===== src/common/csc_pkg.sv =====
// Purpose: Constants for the card slot control block
// Assumes: Wishbone classic slave, 32-bit data, byte addresses
// Notes: Offsets are word aligned
package csc_pkg;
  // Register byte offsets
  localparam logic [7:0] CSC_OFS_CTRL = 8'h00;
  localparam logic [7:0] CSC_OFS_STAT = 8'h04;
  localparam logic [7:0] CSC_OFS_EVT = 8'h08;
  localparam logic [7:0] CSC_OFS_MASK = 8'h0C;
  // Control fields
  localparam int CSC_CTRL_IOCARD = 0;
  localparam int CSC_CTRL_DMA = 1;
  localparam int CSC_CTRL_INPACK_EN = 2;
  localparam int CSC_CTRL_GPI_EN = 3;
  localparam int CSC_CTRL_VCC5 = 4;
  localparam int CSC_CTRL_VCC3 = 5;
  localparam int CSC_CTRL_VPP_VCC = 6;
  localparam int CSC_CTRL_VPP_PGM = 7;
  localparam int CSC_CTRL_W = 8;
  localparam logic [CSC_CTRL_W-1:0] CSC_CTRL_RST = 8'h00;
  // Event bits
  localparam int CSC_EVT_DETECT = 0;
  localparam int CSC_EVT_READY = 1;
  localparam int CSC_EVT_GPI = 2;
  localparam int CSC_EVT_W = 3;
  // Low pulse length of the interrupt output, in clocks
  localparam logic [1:0] CSC_IRQ_PULSE_CYC = 2'h3;
  // Access kinds for the card cycle
  typedef enum logic [2:0] {
    CSC_ACC_COMMON = 3'b001,
    CSC_ACC_ATTR = 3'b010,
    CSC_ACC_IO = 3'b100
  } csc_acc_t;
  typedef enum logic [2:0] {
    CSC_ST_IDLE = 3'b001,
    CSC_ST_STROBE = 3'b010,
    CSC_ST_DONE = 3'b100
  } csc_state_t;
endpackage : csc_pkg


===== src/hdl/csc_slot_ctrl.sv =====
// Purpose: Card slot control and status signals with Wishbone registers
// Assumes: All inputs synchronous to clk_i
// Notes: Card strobes carried as one active-low strobe output
`timescale 1ns/100ps
// Function
// - Attribute select low for attribute memory, high for common memory.
// - Attribute select held low throughout ordinary I/O cycles.
// - Attribute select held high in DMA transfer cycles except while wait holds an I/O strobe.
// - In DMA mode attribute select acts as card DMA acknowledge.
// - Card flags 16-bit I/O port; outside DMA mode device sizes that cycle 16-bit.
// - Write-protect pin: switch for memory, 16-bit flag for I/O, DMA request.
// - Outside DMA mode, with input-acknowledge enabled, I/O read data passes only while acknowledged.
// - In DMA mode DMA request may come from input-acknowledge pin.
// - Ready/busy pin is ready status for memory, interrupt request for I/O.
// - Card wait stretches cycle; strobes stay active until wait released.
// - Card detect sensed even with slot power off.
// - High reset-drive input is a cold reset of all logic.
// - Card speaker signal of a present I/O card passes to speaker output.
// - Card ring-indicate signal of a present I/O card passes to ring-indicate output.
// - Enabled general-purpose input raises an interrupt on transitions.
// - Separate active-low 5V and 3.3V enables plus two programming controls.
// - Interrupt output pulses low three clocks per request, else high.
module csc_slot_ctrl
  import csc_pkg::*;
(
  // System
  input wire logic clk_i,
  input wire logic rst_i,
  input wire logic reset_drive_i,
  // Wishbone slave
  input wire logic wb_cyc_i,
  input wire logic wb_stb_i,
  input wire logic wb_we_i,
  input wire logic [7:0] wb_adr_i,
  input wire logic [3:0] wb_sel_i,
  input wire logic [31:0] wb_dat_i,
  output logic [31:0] wb_dat_o,
  output logic wb_ack_o,
  output logic int_o,
  // Card cycle request from the mapping logic
  input wire logic cyc_req_i,
  input wire logic cyc_attr_i,
  input wire logic cyc_io_i,
  input wire logic cyc_rd_i,
  input wire logic [15:0] cyc_rdata_i,
  output logic cyc_done_o,
  output logic cyc_16bit_o,
  output logic [15:0] cyc_rdata_o,
  output logic cyc_rdata_valid_o,
  output logic dma_req_o,
  // Card side
  input wire logic card_detect1_n_i,
  input wire logic card_detect2_n_i,
  input wire logic ready_busy_i,
  input wire logic wait_n_i,
  input wire logic write_protect_i,
  input wire logic inpack_n_i,
  input wire logic speaker_n_i,
  input wire logic ring_n_i,
  output logic attr_sel_n_o,
  output logic card_strobe_n_o,
  // System side
  input wire logic volt_detect_gp_input_i,
  input wire logic power_ok_input_i,
  output logic speaker_pass_out_n_o,
  output logic ring_indicate_out_n_o,
  output logic irq_pulse_out_n_o,
  output logic slot_supply_high_en_n_o,
  output logic slot_supply_low_en_n_o,
  output logic prog_supply_ctl_a_o,
  output logic prog_supply_ctl_b_o
);
  logic rst;
  logic [CSC_CTRL_W-1:0] ctrl_q;
  logic [CSC_EVT_W-1:0] evt_q;
  logic [CSC_EVT_W-1:0] mask_q;
  logic [CSC_EVT_W-1:0] evt_set;
  logic present_q;
  logic ready_q;
  logic gpi_q;
  logic [1:0] pulse_cnt_q;
  csc_state_t state_q;
  csc_acc_t acc_q;
  logic wb_req;
  logic wb_wr;
  logic card_present;
  logic io_card;
  logic dma_mode;
  logic irq_req;

  assign rst = rst_i | reset_drive_i;
  assign io_card = ctrl_q[CSC_CTRL_IOCARD];
  assign dma_mode = ctrl_q[CSC_CTRL_DMA];

  assign card_present = ~card_detect1_n_i & ~card_detect2_n_i;

  // Wishbone access, one wait state then ack
  assign wb_req = wb_cyc_i & wb_stb_i & ~wb_ack_o;
  assign wb_wr = wb_req & wb_we_i & wb_sel_i[0];

  always_ff @(posedge clk_i) begin
    if (rst) begin
      wb_ack_o <= 1'b0;
    end else begin
      wb_ack_o <= wb_req;
    end
  end

  always_ff @(posedge clk_i) begin
    if (rst) begin
      wb_dat_o <= 32'h0000_0000;
    end else if (wb_req) begin
      if (wb_adr_i == CSC_OFS_CTRL) begin
        wb_dat_o <= {24'h00_0000, ctrl_q};
      end else if (wb_adr_i == CSC_OFS_STAT) begin
        wb_dat_o <= {26'h000_0000, power_ok_input_i, ~volt_detect_gp_input_i,
                     write_protect_i, ready_busy_i, card_detect2_n_i, present_q};
      end else if (wb_adr_i == CSC_OFS_EVT) begin
        wb_dat_o <= {29'h0000_0000, evt_q};
      end else if (wb_adr_i == CSC_OFS_MASK) begin
        wb_dat_o <= {29'h0000_0000, mask_q};
      end else begin
        wb_dat_o <= 32'h0000_0000;
      end
    end
  end

  always_ff @(posedge clk_i) begin
    if (rst) begin
      ctrl_q <= CSC_CTRL_RST;
    end else if (wb_wr && wb_adr_i == CSC_OFS_CTRL) begin
      ctrl_q <= wb_dat_i[CSC_CTRL_W-1:0];
    end
  end

  always_ff @(posedge clk_i) begin
    if (rst) begin
      mask_q <= 3'h0;
    end else if (wb_wr && wb_adr_i == CSC_OFS_MASK) begin
      mask_q <= wb_dat_i[CSC_EVT_W-1:0];
    end
  end

  // Input history for edge events
  always_ff @(posedge clk_i) begin
    if (rst) begin
      present_q <= 1'b0;
      ready_q <= 1'b1;
      gpi_q <= 1'b1;
    end else begin
      present_q <= card_present;
      ready_q <= ready_busy_i;
      gpi_q <= volt_detect_gp_input_i;
    end
  end

  always_comb begin
    evt_set = '0;
    evt_set[CSC_EVT_DETECT] = card_present ^ present_q;
    // Falling request line of an I/O card
    evt_set[CSC_EVT_READY] = io_card ? (ready_q & ~ready_busy_i) : (~ready_q & ready_busy_i);
    evt_set[CSC_EVT_GPI] = ctrl_q[CSC_CTRL_GPI_EN] & (gpi_q ^ volt_detect_gp_input_i);
  end

  // Sticky events, set wins over write-one clear
  always_ff @(posedge clk_i) begin
    if (rst) begin
      evt_q <= 3'h0;
    end else if (wb_wr && wb_adr_i == CSC_OFS_EVT) begin
      evt_q <= (evt_q & ~wb_dat_i[CSC_EVT_W-1:0]) | evt_set;
    end else begin
      evt_q <= evt_q | evt_set;
    end
  end

  assign int_o = |(evt_q & mask_q);
  assign irq_req = |(evt_set & mask_q);

  always_ff @(posedge clk_i) begin
    if (rst) begin
      pulse_cnt_q <= 2'h0;
    end else if (irq_req && pulse_cnt_q == 2'h0) begin
      pulse_cnt_q <= CSC_IRQ_PULSE_CYC;
    end else if (pulse_cnt_q != 2'h0) begin
      pulse_cnt_q <= pulse_cnt_q - 2'h1;
    end
  end
  assign irq_pulse_out_n_o = (pulse_cnt_q == 2'h0);

  // Card cycle sequencer
  always_ff @(posedge clk_i) begin
    if (rst) begin
      state_q <= CSC_ST_IDLE;
      acc_q <= CSC_ACC_COMMON;
    end else begin
      case (state_q)
        CSC_ST_IDLE: begin
          if (cyc_req_i && card_present) begin
            state_q <= CSC_ST_STROBE;
            acc_q <= cyc_io_i ? CSC_ACC_IO : (cyc_attr_i ? CSC_ACC_ATTR : CSC_ACC_COMMON);
          end
        end
        CSC_ST_STROBE: begin
          if (wait_n_i) begin
            state_q <= CSC_ST_DONE;
          end
        end
        CSC_ST_DONE: begin
          state_q <= CSC_ST_IDLE;
        end
        default: begin
          state_q <= CSC_ST_IDLE;
        end
      endcase
    end
  end

  assign card_strobe_n_o = (state_q != CSC_ST_STROBE);
  assign cyc_done_o = (state_q == CSC_ST_DONE);

  // Attribute select
  always_ff @(posedge clk_i) begin
    if (rst) begin
      attr_sel_n_o <= 1'b1;
    end else if (dma_mode) begin
      // Low attribute select acts as DMA acknowledge
      attr_sel_n_o <= ~(state_q == CSC_ST_STROBE && !wait_n_i && acc_q == CSC_ACC_IO);
    end else if (state_q == CSC_ST_IDLE && cyc_req_i && card_present) begin
      attr_sel_n_o <= ~(cyc_io_i | cyc_attr_i);
    end
  end

  always_ff @(posedge clk_i) begin
    if (rst) begin
      cyc_16bit_o <= 1'b0;
    end else begin
      cyc_16bit_o <= io_card & ~dma_mode & ~write_protect_i & (acc_q == CSC_ACC_IO);
    end
  end

  always_ff @(posedge clk_i) begin
    if (rst) begin
      cyc_rdata_o <= 16'h0000;
      cyc_rdata_valid_o <= 1'b0;
    end else begin
      cyc_rdata_valid_o <= 1'b0;
      if (state_q == CSC_ST_STROBE && wait_n_i && cyc_rd_i && acc_q == CSC_ACC_IO
          && (!ctrl_q[CSC_CTRL_INPACK_EN] || dma_mode || !inpack_n_i)) begin
        cyc_rdata_o <= cyc_rdata_i;
        cyc_rdata_valid_o <= 1'b1;
      end
    end
  end

  always_ff @(posedge clk_i) begin
    if (rst) begin
      dma_req_o <= 1'b0;
    end else begin
      dma_req_o <= dma_mode & (ctrl_q[CSC_CTRL_INPACK_EN] ? ~inpack_n_i : write_protect_i);
    end
  end

  // Pass-through of card audio and ring
  always_ff @(posedge clk_i) begin
    if (rst) begin
      speaker_pass_out_n_o <= 1'b1;
      ring_indicate_out_n_o <= 1'b1;
    end else begin
      speaker_pass_out_n_o <= ~(io_card & card_present & ~speaker_n_i);
      ring_indicate_out_n_o <= ~(io_card & card_present & ~ring_n_i);
    end
  end

  always_ff @(posedge clk_i) begin
    if (rst) begin
      slot_supply_high_en_n_o <= 1'b1;
      slot_supply_low_en_n_o <= 1'b1;
      prog_supply_ctl_a_o <= 1'b0;
      prog_supply_ctl_b_o <= 1'b0;
    end else begin
      slot_supply_high_en_n_o <= ~ctrl_q[CSC_CTRL_VCC5];
      slot_supply_low_en_n_o <= ~(ctrl_q[CSC_CTRL_VCC3] & ~ctrl_q[CSC_CTRL_VCC5]);
      prog_supply_ctl_a_o <= ctrl_q[CSC_CTRL_VPP_VCC];
      prog_supply_ctl_b_o <= ctrl_q[CSC_CTRL_VPP_PGM] & ~ctrl_q[CSC_CTRL_VPP_VCC];
    end
  end

  AST_IRQ_PULSE: assert property (@(posedge clk_i) disable iff (rst)
    $fell(irq_pulse_out_n_o) |-> !irq_pulse_out_n_o [*3] ##1 irq_pulse_out_n_o)
    else $error("interrupt pulse width wrong");
  AST_PRESENT: assert property (@(posedge clk_i) disable iff (rst)
    (card_detect1_n_i || card_detect2_n_i) |=> !present_q)
    else $error("card present with a detect high");
  AST_WAIT_HOLD: assert property (@(posedge clk_i) disable iff (rst)
    (state_q == CSC_ST_STROBE && !wait_n_i) |=> !card_strobe_n_o)
    else $error("strobe released during wait");
  AST_IO_ATTR_LOW: assert property (@(posedge clk_i) disable iff (rst)
    (!dma_mode && state_q == CSC_ST_STROBE && acc_q == CSC_ACC_IO) |-> !attr_sel_n_o)
    else $error("attribute select high in io cycle");
  AST_COMMON_HIGH: assert property (@(posedge clk_i) disable iff (rst)
    (!dma_mode && state_q == CSC_ST_STROBE && acc_q == CSC_ACC_COMMON) |-> attr_sel_n_o)
    else $error("attribute select low for common memory");
  AST_SPEAKER: assert property (@(posedge clk_i) disable iff (rst)
    (io_card && card_present && !speaker_n_i) |=> !speaker_pass_out_n_o)
    else $error("speaker not passed");
  AST_RING: assert property (@(posedge clk_i) disable iff (rst)
    (io_card && card_present && !ring_n_i) |=> !ring_indicate_out_n_o)
    else $error("ring not passed");
  AST_GPI_EVT: assert property (@(posedge clk_i) disable iff (rst)
    (ctrl_q[CSC_CTRL_GPI_EN] && $changed(volt_detect_gp_input_i)) |=> evt_q[CSC_EVT_GPI])
    else $error("gpi transition lost");
  AST_INPACK_GATE: assert property (@(posedge clk_i) disable iff (rst)
    (cyc_rdata_valid_o && ctrl_q[CSC_CTRL_INPACK_EN] && !dma_mode) |-> $past(!inpack_n_i))
    else $error("read data without acknowledge");
  AST_SUPPLY: assert property (@(posedge clk_i) disable iff (rst)
    ctrl_q[CSC_CTRL_VCC5] |=> !slot_supply_high_en_n_o && slot_supply_low_en_n_o)
    else $error("supply enables wrong");
  AST_DMA_HIGH: assert property (@(posedge clk_i) disable iff (rst)
    (dma_mode && state_q == CSC_ST_STROBE && wait_n_i) |=> attr_sel_n_o)
    else $error("attribute select low in dma transfer");
  AST_DMA_DACK: assert property (@(posedge clk_i) disable iff (rst)
    (dma_mode && state_q == CSC_ST_STROBE && !wait_n_i && acc_q == CSC_ACC_IO) |=> !attr_sel_n_o)
    else $error("dma acknowledge missing");
  AST_IO16: assert property (@(posedge clk_i) disable iff (rst)
    (io_card && !dma_mode && acc_q == CSC_ACC_IO && !write_protect_i) |=> cyc_16bit_o)
    else $error("io cycle not sized 16-bit");
endmodule : csc_slot_ctrl


===== config.mk =====
export PLATFORM = sky130hd
export DESIGN_NAME = csc_slot_ctrl
export DESIGN_NICKNAME = d
export VERILOG_FILES = /design/src/common/csc_pkg.sv /design/src/hdl/csc_slot_ctrl.sv
export SDC_FILE = /design/constraint.sdc
export NUM_CORES = 1
export LEC_CHECK = 0
export BUFFER_PORTS_ARGS = -buffer_cell sky130_fd_sc_hd__buf_2
export CELL_PAD_IN_SITES_DETAIL_PLACEMENT = 1
export CELL_PAD_IN_SITES_GLOBAL_PLACEMENT = 1
export CORE_MARGIN = 2
export CORE_UTILIZATION = 32
export CTS_BUF_LIST = sky130_fd_sc_hd__clkbuf_4
export DETAILED_ROUTE_END_ITERATION = 10
export PLACE_DENSITY_LB_ADDON = 0.1
export SLEW_MARGIN = 20
export SYNTH_ARGS = -nofsm -noshare
export SYNTH_HDL_FRONTEND = slang
export SYNTH_SLANG_ARGS = --single-unit

===== constraint.sdc =====
create_clock -name clk_i -period 1.8 [get_ports clk_i]
set_input_delay 0.09 -clock clk_i [delete_from_list [all_inputs] [get_ports clk_i]]
set_output_delay 0.09 -clock clk_i [all_outputs]
set_load 0.01 [all_outputs]

**Yosys cells after proc, flatten, opt, wreduce, memory -nomap -nowiden**

Cells that the tools add are included.

- Flip-flop bits (word level): 84
- Latch bits: 0
- Memory bits (writable): 0
- Memory bits (read-only): 0
- Output and inout bits: 63
- Logic and storage cells: 122
- Memories: 0

- Add/sub/neg operators: 1
- Multiply operators: 0
- Div/mod/pow operators: 0
- Order comparisons: 0
- Equality and inequality tests: 10
- Shifts and indexed selects: 0
- Multiplexer cells: 17
- Bitwise operators: 45
- Reductions and logical operators: 27

Operators with widths:

| cell | number |
|---|---|
| $mux 3 | 6 |
| $not 1->1 | 18 |
| $and 1x1->1 | 17 |
| $eq 8x4->1 const B | 2 |
| $logic_and 1x1->1 | 13 |
| $and 3x3->3 | 3 |
| $eq 8x3->1 const B | 1 |
| $logic_not 8->1 | 1 |
| $mux 8 | 1 |
| $eq 3x3->1 const B | 2 |
| $mux 2 | 3 |
| $mux 6 | 1 |
| $or 3x3->3 | 2 |
| $pmux 3 s2 | 1 |
| $reduce_bool 2->1 | 3 |
| $reduce_or 3->1 | 2 |
| $mux 1 | 5 |
| $ne 2x2->1 const B | 2 |
| $reduce_and 2->1 | 2 |
| $eq 3x1->1 const B | 1 |
| $eq 3x2->1 const B | 1 |
| $logic_not 1->1 | 3 |
| $ne 3x2->1 const B | 1 |
| $not 3->3 | 1 |
| other kinds (5) | 8 |

**Depth between registers and ports, before layout**

Gate-level depths: netlist of the first run.

- Word-level depth: 7
- Depth in mapped cells: 6
- Depth with buffers taken out: 5

**Least setup slack after synthesis of the first run**

No wires, ideal clock.

- Path type: input -> register
- From: input wb_adr_i[5]
- To: register ctrl_q[3]
- Library setup time: 0.128 ns
- Arrival time: 1.501 ns
- Required time: 1.672 ns
- Setup slack: 0.172 ns
- Stages on the path: 5
- Cell sequence: or4_4 or4_1 buf_4 mux2i_1 nor2_1

- Cells in the longest elaborated chain, start to end: 2

RTL lines:

| item | line | RTL |
|---|---|---|
| from (decl) | csc_slot_ctrl.sv:34 | `input wire logic [7:0] wb_adr_i,` |
| $logic_not 8->1 | csc_slot_ctrl.sv:131 | `end else if (wb_wr && wb_adr_i == CSC_OFS_CTRL) begin` |
| $logic_and 1x1->1 | csc_slot_ctrl.sv:131 |  |
| to (signal assigned) | csc_slot_ctrl.sv:132 | `ctrl_q <= wb_dat_i[CSC_CTRL_W-1:0];` |
| to (decl) | csc_slot_ctrl.sv:74 | `logic [CSC_CTRL_W-1:0] ctrl_q;` |

Every way passes these cells.
A chain may end at the register's enable or synchronous reset.

**Worst setup path after layout of the first run**

- From: input card_detect1_n_i
- To: register pulse_cnt_q[1]

- Cells in the longest elaborated chain, start to end: 7

RTL lines:

| item | line | RTL |
|---|---|---|
| from (decl) | csc_slot_ctrl.sv:52 | `input wire logic card_detect1_n_i,` |
| $not 1->1 (*) | csc_slot_ctrl.sv:95 | `assign card_present = ~card_detect1_n_i & ~card_detect2_n_i;` |
| $and 1x1->1 (*) | csc_slot_ctrl.sv:95 |  |
| $xor 1x1->1 (*) | csc_slot_ctrl.sv:159 | `evt_set[CSC_EVT_DETECT] = card_present ^ present_q;` |
| $and 3x3->3 (*) | csc_slot_ctrl.sv:177 | `assign irq_req = \|(evt_set & mask_q);` |
| $reduce_or 3->1 (*) | csc_slot_ctrl.sv:177 |  |
| $logic_and 1x1->1 (*) | csc_slot_ctrl.sv:182 | `end else if (irq_req && pulse_cnt_q == 2'h0) begin` |
| $mux 2 or $reduce_bool 2->1 (tied branches) | - |  |
| to (signal assigned) | csc_slot_ctrl.sv:185 | `pulse_cnt_q <= pulse_cnt_q - 2'h1;` |
| to (decl) | csc_slot_ctrl.sv:81 | `logic [1:0] pulse_cnt_q;` |

Every way passes the cells marked *; elsewhere a longest branch is shown, timed or not.

==> results by group, run 1 <==
Floorplan
  – Die width: roughly 94 µm
  – DIE HEIGHT: ~94 µm
  – Initial core utilization: around 33%
  – I/O pins: about 140
  – Die area: 0.00875 mm²
  – Core Region: 0.00777 mm²
  – Row cnt: 32

Critical path
  – Critical Path Fanout Max: 3
  – Critical Path AT: 1960 ps
  – R2R depth: 5
  – Crit start category: input port
  – CP Class: input port to flip-flop
  – Worst R2R End: ctrl_q[7]
  – RR Startpoint: wb_ack_o
  – Critical path capture point type: flip-flop
  – Crit path required time: ~2100 ps
  – FF-to-FF setup slack: roughly 280 ps

Global routing
  – Largest net degree at the start of global routing: 35
  – First-pass GRT wire length: 11.9 mm
  – Vias in the first global route: approximately 2500
  – Initial antenna violation count: 0
  – GRT Overall Usage: 17.6%
  – Grt total ovfl: 0

Routing
  – Drt total wl: approximately 7.2 mm
  – Final ANT Viol Nets: 0
  – Vias/cell: about 4.6
  – Via count: between 2000 and 2500
  – DRC Markers: 0
  – Drt initial violations: a little under 60
  – DR pass1 iterations: 5
  – DR WL/cell: 13.6 µm

Hold path
  – Worst hold path type: input port to flip-flop
  – Hold Path Depth: 4
  – HP Start: inpack_n_i
  – Hold Path End: dma_req_o

Timing
  – Worst-margin pin slew: roughly 600 ps
  – Max-slew headroom: 60.8%
  – Fmax: a little over 600 MHz
  – Final-report max-slew violation count: 0
  – Final worst path period need: roughly 1600 ps
  – Clock skew: slightly below 9 ps
  – Final Hold Vio Count: 0
  – RSZ-0062 raised after global routing: no
  – Final setup fails: 0
  – Setup TNS: 0 ps
  – Final Cycle Share: 90.3%

Cells and area
  – Final #Nets: a little over 500
  – Fin util: roughly 47%
  – Final cell count without fillers: ~530
  – Fill count: roughly 960
  – Layout cells sized above 1: 30.2%
  – Diode count: 0
  – Area of all placed cells without fillers: about 0.0036 mm²
  – Area Growth Syn to Fin: 41.0%

CTS
  – Clock root buffer: clkbuf_4
  – Clock slew at reported path FFs: ~90 ps
  – Clock sink count: 60
  – CTS tree: yes
  – Post-CTS Setup Inserts: 0
  – H-Tree Depth: 3
  – Clk_lat worst skew: approximately 400 ps
  – CTS buffer count: 9
  – Clk buf depth: 2

Synthesis
  – Yosys reg bits: 60
  – Largest cells by area after synthesis: dfxtp_1, buf_4, mux2i_1
  – Mapped Area: about 0.0026 mm²
  – Post-synth top area share: between 40% and 50%
  – Number of enable flip-flop cells after synthesis: 0
  – Fraction of registers with async set or reset after synthesis: 0%
  – Top post-synthesis cells by count: dfxtp_1, nand2_1, nor2_1
  – Cells after Synth: approximately 290
  – Syn. warnings: 0
  – Avg Cell Area, Syn: ~9 µm²
  – Register area share after synthesis: around 47%
  – Area leader, netlist: dfxtp_1
  – Most frequent cell after synthesis: dfxtp_1
  – Yosys cell types: 42
  – Main synth FF type: dfxtp_1

Job
  – # Max-Cap Violations: 0

Power
  – Pwr dens: a little under 700 mW/mm²
  – Power, Total: between 2 and 2.5 mW
  – Leak Pwr: 1.60 nW
  – Max IR drop VDD: 0.412 mV

Placement
  – Dpl hpwl: about 5 mm
  – Dpl cells: about 480
  – Input/output buffers: between 90 and 100
  – DP Area: 0.00312 mm²
  – Placer Congestion: 0.768

Run status
  – Status: finished clean
-- logic make-up (layout without fill, tap and decap cells) --
| kind of cell | count (synthesis) | after routing | share of synthesized area (%) |
|---|---|---|---|
| adder cells (fa/ha/maj) | 1 | 1 | 0.487 |
| XOR/XNOR | 2 | 2 | 0.683 |
| other | 1 | 24 | 0.146 |
| AND/OR/NAND/NOR | 117 | 117 | 23.4 |
| multiplexers | 19 | 19 | 8.97 |
| buffers and inverters | 45 | 163 | 10.2 |
| flip-flops | 60 | 60 | 46.8 |
| AO/OA/AOI/OAI | 41 | 41 | 9.26 |
-- per-layer routing --
metal | global-route usage, % | wire length (µm)
met1 | 19.0 | 3060
met2 | 31.4 | 3610
met3 | 7.01 | 435
met4 | 5.43 | 78
met5 | 0 | 0
-- worst max-delay path by stage --
stage	cells after the start	slack, ps	to	start
after floorplan	5	170	ctrl_q[3]	wb_adr_i[5]
after detailed placement	6	30	ctrl_q[7]	wb_adr_i[5]
final	7	170	pulse_cnt_q[1]	card_detect1_n_i
after CTS	7	100	pulse_cnt_q[1]	card_detect1_n_i
after global placement	6	40	ctrl_q[0]	wb_adr_i[5]
after global routing	7	50	pulse_cnt_q[1]	card_detect1_n_i
-- stage by stage --
stage / worst slack, ps / hold WS [ps]
final: 174 / 29.3
after global routing: 45.9 / 20.9
after floorplan: 172 / 167
after global placement: 40.2 / 278
after CTS: 98.8 / 2.41
after detailed placement: 27.7 / 281
-- power by group --
part | total (mW) | switching, mW | internal (mW)
logic | 0.259 | 0.127 | 0.133
clock network | 0.861 | 0.469 | 0.392
registers | 1.34 | 0.00458 | 1.33
total | 2.46 | 0.601 | 1.86
-- worst max-delay path, stage by stage --
cell and delay (ps):
dlygate4sd3_1 530, buf_2 120, nor2_1 260, xor2_1 160
a2111oi_1 430, buf_4 190, mux2i_1 180
-- sequential cells by signal, summed over array words and instances, names as in the netlist, 2 cells and up --
signal	cells
wb_dat_o	8
state_q	3
pulse_cnt_q	2
cyc_rdata_o	16
ctrl_q	8
evt_q	3
mask_q	3
acc_q	3
-- cell usage in the layout (no fill, tap or decap), drive strengths merged, types with 4 or more instances in the layout --
cell type    netlist  routed
a22oi              4       4
nand3b             5       5
dlygate4sd3        0      39
nand3             19      19
clkbuf            13       9
nand4              5       5
buf               26     105
nor2              27      27
o21ai             18      18
inv                6       6
a21oi             12      12
nor4               4       4
or3                4       4
conb               1      24
dfxtp             60      60
nand2             32      32
mux2i             14      14
-- timing repair --
action	4_1_cts	5_1_grt
endpoints found under the hold margin	41	0
gates resized for setup	0	1
hold buffers	39	0
endpoints found under the setup margin	0	1
-- final cells by class --
class	count	area, µm²	share of cell area, %
Sequential cell	60	1200	33.2
Clock buffer	9	67.6	1.87
Tap cell	102	128	3.53
Multi-Input combinational cell	204	1190	33.0
Inverter	6	22.5	0.622
Timing Repair Buffer	144	963	26.6
Clock inverter	4	43.8	1.21
Note: power is estimated with default switching activity, not from simulation.
==> run 2: changes to the inputs <==
CORE_UTILIZATION = 35   (was 32)
clock period = 2.07 ns   (was 1.8 ns; I/O delays follow)
==> results by group, run 2 (synthesis results as in run 1) <==
Critical path
  – Worst R2R End: pulse_cnt_q[1]
  – Critical path capture point type: flip-flop
  – CP Class: input port to flip-flop
  – Crit path required time: 2350 ps (+220 ps)
  – Crit start category: input port
  – Critical Path Fanout Max: 13 (+10)
  – RR Startpoint: ctrl_q[0]
  – FF-to-FF setup slack: 390 ps (+110 ps)
  – R2R depth: 5 (unchanged)
  – Critical Path AT: 2220 ps (+260 ps)

CTS
  – CTS buffer count: 9 (unchanged)
  – Post-CTS Setup Inserts: 0 (unchanged)
  – Hold Buf Count CTS: 38 (-2.6%)
  – Clock sink count: 60 (unchanged)
  – CTS tree: yes
  – Clock root buffer: clkbuf_4
  – Clock slew at reported path FFs: 110 ps (+20 ps)
  – H-Tree Depth: 3 (unchanged)
  – Clk buf depth: 2 (unchanged)
  – PostCTS Resize Cnt: 0 (unchanged)
  – Clk_lat worst skew: 390 ps (about the same)

Routing
  – DR pass1 iterations: 4 (-1)
  – DRC Markers: 0 (unchanged)
  – Drt total wl: 7.04 mm (-2.0%)
  – Via count: 2449 (+0.45%)
  – Drt initial violations: 60 (+1.7%)
  – Final ANT Viol Nets: 0 (unchanged)
  – DR WL/cell: 13.4 µm (-1.7%)
  – Vias/cell: 4.65 (+0.83%)

Timing
  – Setup TNS: 0 ps (unchanged)
  – Final-report max-slew violation count: 0 (unchanged)
  – Final setup fails: 0 (unchanged)
  – Max-slew headroom: 61.8% (+0.92 points)
  – Final Hold Vio Count: 0 (unchanged)
  – RSZ-0062 raised after global routing: no
  – Worst-margin pin slew: 573 ps (-13.8 ps)
  – Final worst path period need: slightly below 2000 ps
  – Hold WS: 19.6 ps (-9.72 ps)
  – Fmax: roughly 520 MHz
  – Final Cycle Share: 93.8%
  – Clock skew: 8.11 ps (-0.539 ps)

Run status
  – Status: finished clean

Floorplan
  – I/O pins: 143 (unchanged)
  – Row cnt: 31 (-3.1%)
  – Die width: 89.6 µm (-4.2%)
  – Initial core utilization: 35.8% (+2.7 points)
  – Die area: 0.00803 mm² (-8.2%)
  – Core Region: 0.00718 mm² (-7.6%)
  – DIE HEIGHT: 89.6 µm (-4.2%)

Cells and area
  – Diode count: 0 (unchanged)
  – Most frequent cells in the layout: buf_2, dfxtp_1, dlygate4sd3_1, nand2_1, nor2_1
  – Top Registers: cyc_rdata_o (16), ctrl_q (8), wb_dat_o (8)
  – Final #Nets: 504 (-0.40%)
  – Layout cells sized above 1: 30.6% (+0.40 points)
  – Commonest non-fill, non-tap cell in the layout: buf_2
  – Largest reg by FF count: cyc_rdata_o
  – Fill count: 866 (-9.6%)
  – Max reg flops: 16 (unchanged)
  – Final cell count without fillers: 527 (-0.38%)
  – Area Growth Syn to Fin: 41.5%

Placement
  – Dpl hpwl: 4.86 mm (-4.8%)
  – Input/output buffers: 91 (unchanged)
  – Placer Congestion: 0.762 (-0.68%)
  – Dpl cells: 473 (-0.84%)

Hold path
  – Hold Path Depth: 4 (unchanged)
  – Worst hold path type: input port to flip-flop
  – Hold Path End: dma_req_o
  – HP Start: inpack_n_i

Global routing
  – First-pass GRT wire length: 11.2 mm (-5.1%)
  – GRT Overall Usage: 18.4% (+0.84 points)
  – Largest net degree at the start of global routing: 34 (-2.9%)
  – Initial antenna violation count: 0 (unchanged)
  – Grt total ovfl: 0 (unchanged)
  – Vias in the first global route: 2336 (-6.4%)

Power
  – Leak Pwr: 1.61 nW (+0.46%)
  – Pwr dens: 642 mW/mm² (-5.6%)
  – Max IR drop VDD: 0.323 mV (-21%)
  – Power, Total: 2.33 mW (-5.2%)

Job
  – # Max-Cap Violations: 0 (unchanged)
-- run 2: cell count changes in the layout (fill, tap and decap cells not counted), sizes merged --
cell	before	now
clkinvlp	0	1
buf	105	104
clkinv	3	2
clkbuf	9	11
bufinv	1	2
dlygate4sd3	39	38
-- run 2: power by group --
group | internal [mW] | switching, mW
logic | 0.112 | 0.109
registers | 1.16 | 0.00406
clock network | 0.512 | 0.434
total | 1.78 | 0.546
-- run 2: critical path, stage by stage --
cell           delay, ps
dlygate4sd3_1        530
buf_2                150
or2_2                420
nor3_1               330
nand3b_1             120
dlygate4sd3_1        570
-- run 2: cell type report --
type | instances | area (µm²) | area share (%)
well taps | 99 | 124 | 3.41
clock inverters | 5 | 76.3 | 2.10
inverters | 6 | 22.5 | 0.620
flip-flops and latches | 60 | 1200 | 33.1
multi-input cells | 204 | 1190 | 32.8
clock buffers | 11 | 82.6 | 2.27
repair buffers | 142 | 933 | 25.7
-- run 2: worst max path at each step --
stage | startpoint | endpoint
2_1_floorplan | wb_adr_i[5] | ctrl_q[3]
3_3_place_gp | wb_adr_i[5] | ctrl_q[0]
3_5_place_dp | wb_adr_i[5] | ctrl_q[6]
4_1_cts | reset_drive_i | ring_indicate_out_n_o
5_1_grt | reset_drive_i | ring_indicate_out_n_o
6_report | reset_drive_i | speaker_pass_out_n_o
-- run 2: routing by layer --
metal / track usage [%] / wire, µm / vias to the layer above
li1: - / - / 1223
met1: 22.1 / 3010 / 1140
met2: 31.1 / 3520 / 78
met3: 4.66 / 409 / 8
met4: 8.14 / 103 / 0
met5: 0 / 0 / -
-- run 2: metrics by stage --
step / setup slack [ps] / area (µm²) / util, %
detailed placement: 214 / 3090 / 43.1
CTS: 202 / 3630 / 50.6
finish: 129 / 3630 / 50.6
floorplan: 428 / 2650 / -
global placement: 257 / 3090 / 43.1
global route: 25.2 / 3630 / 50.6
==> run 3: changes to the inputs <==
BUFFER_PORTS_ARGS = -buffer_cell sky130_fd_sc_hd__buf_4   (was -buffer_cell sky130_fd_sc_hd__buf_2)
CELL_PAD_IN_SITES_DETAIL_PLACEMENT = 0   (was 1)
==> results by group, run 3 (synthesis results as in run 1) <==
CTS
  – Clock root buffer: clkbuf_4
  – Clock slew at reported path FFs: 90 ps (-20 ps)
  – PostCTS Resize Cnt: 0 (unchanged)
  – Clk_lat worst skew: 380 ps (about the same)
  – H-Tree Depth: 3 (unchanged)
  – CTS tree: yes
  – CTS buffer count: 9 (unchanged)
  – Clock sink count: 60 (unchanged)
  – Clk buf depth: 2 (unchanged)

Timing
  – Setup TNS: 0 ps (unchanged)
  – Final worst path period need: 1840 ps (-103 ps)
  – Fmax: 544 MHz (+5.6%)
  – Final setup fails: 0 (unchanged)
  – Final-report max-slew violation count: 0 (unchanged)
  – Hold WS: 30.6 ps (+11.1 ps)
  – PnR worst setup slack: 232 ps (+103 ps)
  – RSZ-0062 raised after global routing: no
  – Final Cycle Share: 88.8% (-5.0 points)
  – Clock skew: 10.9 ps (+2.77 ps)
  – Max-slew headroom: 64.4% (+2.7 points)
  – Worst-margin pin slew: 533 ps (-39.8 ps)
  – Final Hold Vio Count: 0 (unchanged)

Critical path
  – Critical Path Fanout Max: 7 (-6)
  – R2R depth: 5 (unchanged)
  – CP top delay family: buffers and inverters
  – FF-to-FF setup slack: 490 ps (+100 ps)
  – Crit start category: input port
  – Critical Path AT: 2110 ps (-110 ps)
  – CP Class: input port to flip-flop
  – Max stage delay cell, worst path: dlygate4sd3_1
  – Crit path to: ring_indicate_out_n_o
  – CP dominant cell by count: dlygate4sd3_1
  – Worst path bufs/invs: 3 (unchanged)
  – Max incr delay on CP: 570 ps (about the same)
  – Crit path required time: 2340 ps (about the same)
  – RR Startpoint: ctrl_q[0]
  – Critical path capture point type: flip-flop
  – Total stage count of the critical path: 6 (unchanged)
  – Worst R2R End: pulse_cnt_q[1]
  – CP startpoint: rst_i
  – Sequence of cells on the critical path: dlygate4sd3_1, buf_4, or2_2, nor3_1, nand3b_1, dlygate4sd3_1

Power
  – Combinational fraction of design power: 12.0% (+2.5 points)
  – Pint: 1.53 mW (-14%)
  – Sequential Power Share: 57.0% (+7.1 points)
  – Clock network fraction of total power: 31.0% (-9.6 points)
  – Sw Ratio: 24.8% (+1.4 points)
  – Pwr dens: 539 mW/mm² (-16%)
  – Switching power: 507 µW (-7.1%)
  – Max IR drop VDD: 0.257 mV (-21%)
  – Leak Pwr: 1.63 nW (+1.3%)

Cells and area
  – Most frequent cells in the layout: buf_4, dfxtp_1, dlygate4sd3_1, nand2_1, nor2_1
  – Area Growth Syn to Fin: 47.6%
  – Final #Nets: 503 (-0.20%)
  – Layout cells sized above 1: 29.6% (-1.0 points)
  – Max reg flops: 16 (unchanged)
  – Commonest non-fill, non-tap cell in the layout: buf_4
  – Top Registers: cyc_rdata_o (16), ctrl_q (8), wb_dat_o (8)
  – Fin util: 52.8% (+2.2 points)
  – Fill count: 688 (-21%)
  – Seq. cell area: 0.00120 mm² (unchanged)
  – Multi-input gate area: 0.00119 mm² (unchanged)
  – Largest reg by FF count: cyc_rdata_o
  – Diode count: 0 (unchanged)

Routing
  – Drt total wl: 6.30 mm (-11%)
  – DR pass1 iterations: 4 (unchanged)
  – Vias/cell: 4.46 (-4.0%)
  – DRC Markers: 0 (unchanged)
  – DR WL/cell: 12.0 µm (-10%)
  – Via count: 2341 (-4.4%)
  – Drt initial violations: 56 (-6.7%)
  – Final ANT Viol Nets: 0 (unchanged)

Global routing
  – Initial antenna violation count: 0 (unchanged)
  – First-pass GRT wire length: 10.2 mm (-9.5%)
  – Vias in the first global route: 2196 (-6.0%)
  – Grt total ovfl: 0 (unchanged)
  – Largest net degree at the start of global routing: 34 (unchanged)
  – GRT Overall Usage: 16.5% (-2.0 points)

Hold path
  – Worst hold path type: input port to flip-flop

Floorplan
  – Die width: 89.6 µm (unchanged)
  – Core Region: 0.00718 mm² (unchanged)
  – Row cnt: 31 (unchanged)
  – I/O pins: 143 (unchanged)
  – Initial core utilization: 35.8% (unchanged)
  – DIE HEIGHT: 89.6 µm (unchanged)
  – Die area: 0.00803 mm² (unchanged)

Placement
  – Dpl hpwl: 4.48 mm (-7.9%)
  – Placer Congestion: 0.789 (+3.5%)
  – Input/output buffers: 91 (unchanged)
  – Placement Setup Slack: 236 ps (+22.1 ps)

Job
  – # Max-Cap Violations: 0 (unchanged)

Run status
  – Status: finished clean
## run 3: per-stage QoR
step | total power, mW | cells | cell area [µm²]
CTS | 2.08 | 525 | 3790
global route | 2.16 | 525 | 3790
global placement | 1.38 | 472 | 3310
floorplan | 1.31 | 309 | 2650
finish | 2.04 | 525 | 3790
detailed placement | 1.38 | 472 | 3310
## run 3: how the worst min path moves through the flow
stage	from	slack, ps	depth (start not counted)	to
global route	reset_drive_i	5	3	pulse_cnt_q[1]
global placement	ring_n_i	290	2	ring_indicate_out_n_o
CTS	reset_drive_i	10	3	pulse_cnt_q[1]
finish	reset_drive_i	30	3	pulse_cnt_q[1]
floorplan	write_protect_i	180	1	cyc_16bit_o
detailed placement	speaker_n_i	300	2	speaker_pass_out_n_o
## run 3: area by class of cell
class                   instances  area share (%)
flip-flops and latches         60            31.7
multi-input cells             204            31.5
repair buffers                141            30.5
well taps                      99            3.27
clock buffers                  10            1.98
inverters                       6           0.595
clock inverters                 5           0.529
## run 3: power by group through the flow
stage	Clock [mW]	Combinational, mW	Sequential (mW)
final	0.633	0.246	1.16
after global routing	0.724	0.270	1.16
after CTS	0.667	0.246	1.16
after detailed placement	0	0.192	1.19
after floorplan	0	0.119	1.19
after global placement	0	0.192	1.19
## run 3: worst reg2reg max path: stages, from the launching register on
cell	delay, ps
dfxtp_1	520
nor4bb_1	110
a31o_2	220
a2111oi_0	300
buf_4	190
mux2i_1	180
## run 3: what timing repair did
action,4_1_cts,5_1_grt
hold buffers,38,0
hold endpoints to repair,41,0
setup buffers,0,0
## run 3: metal layers
layer	global-route usage, %	routed length, µm
met5	0	0
met4	6.92	96
met3	4.30	389
met2	26.1	2940
met1	21.3	2870
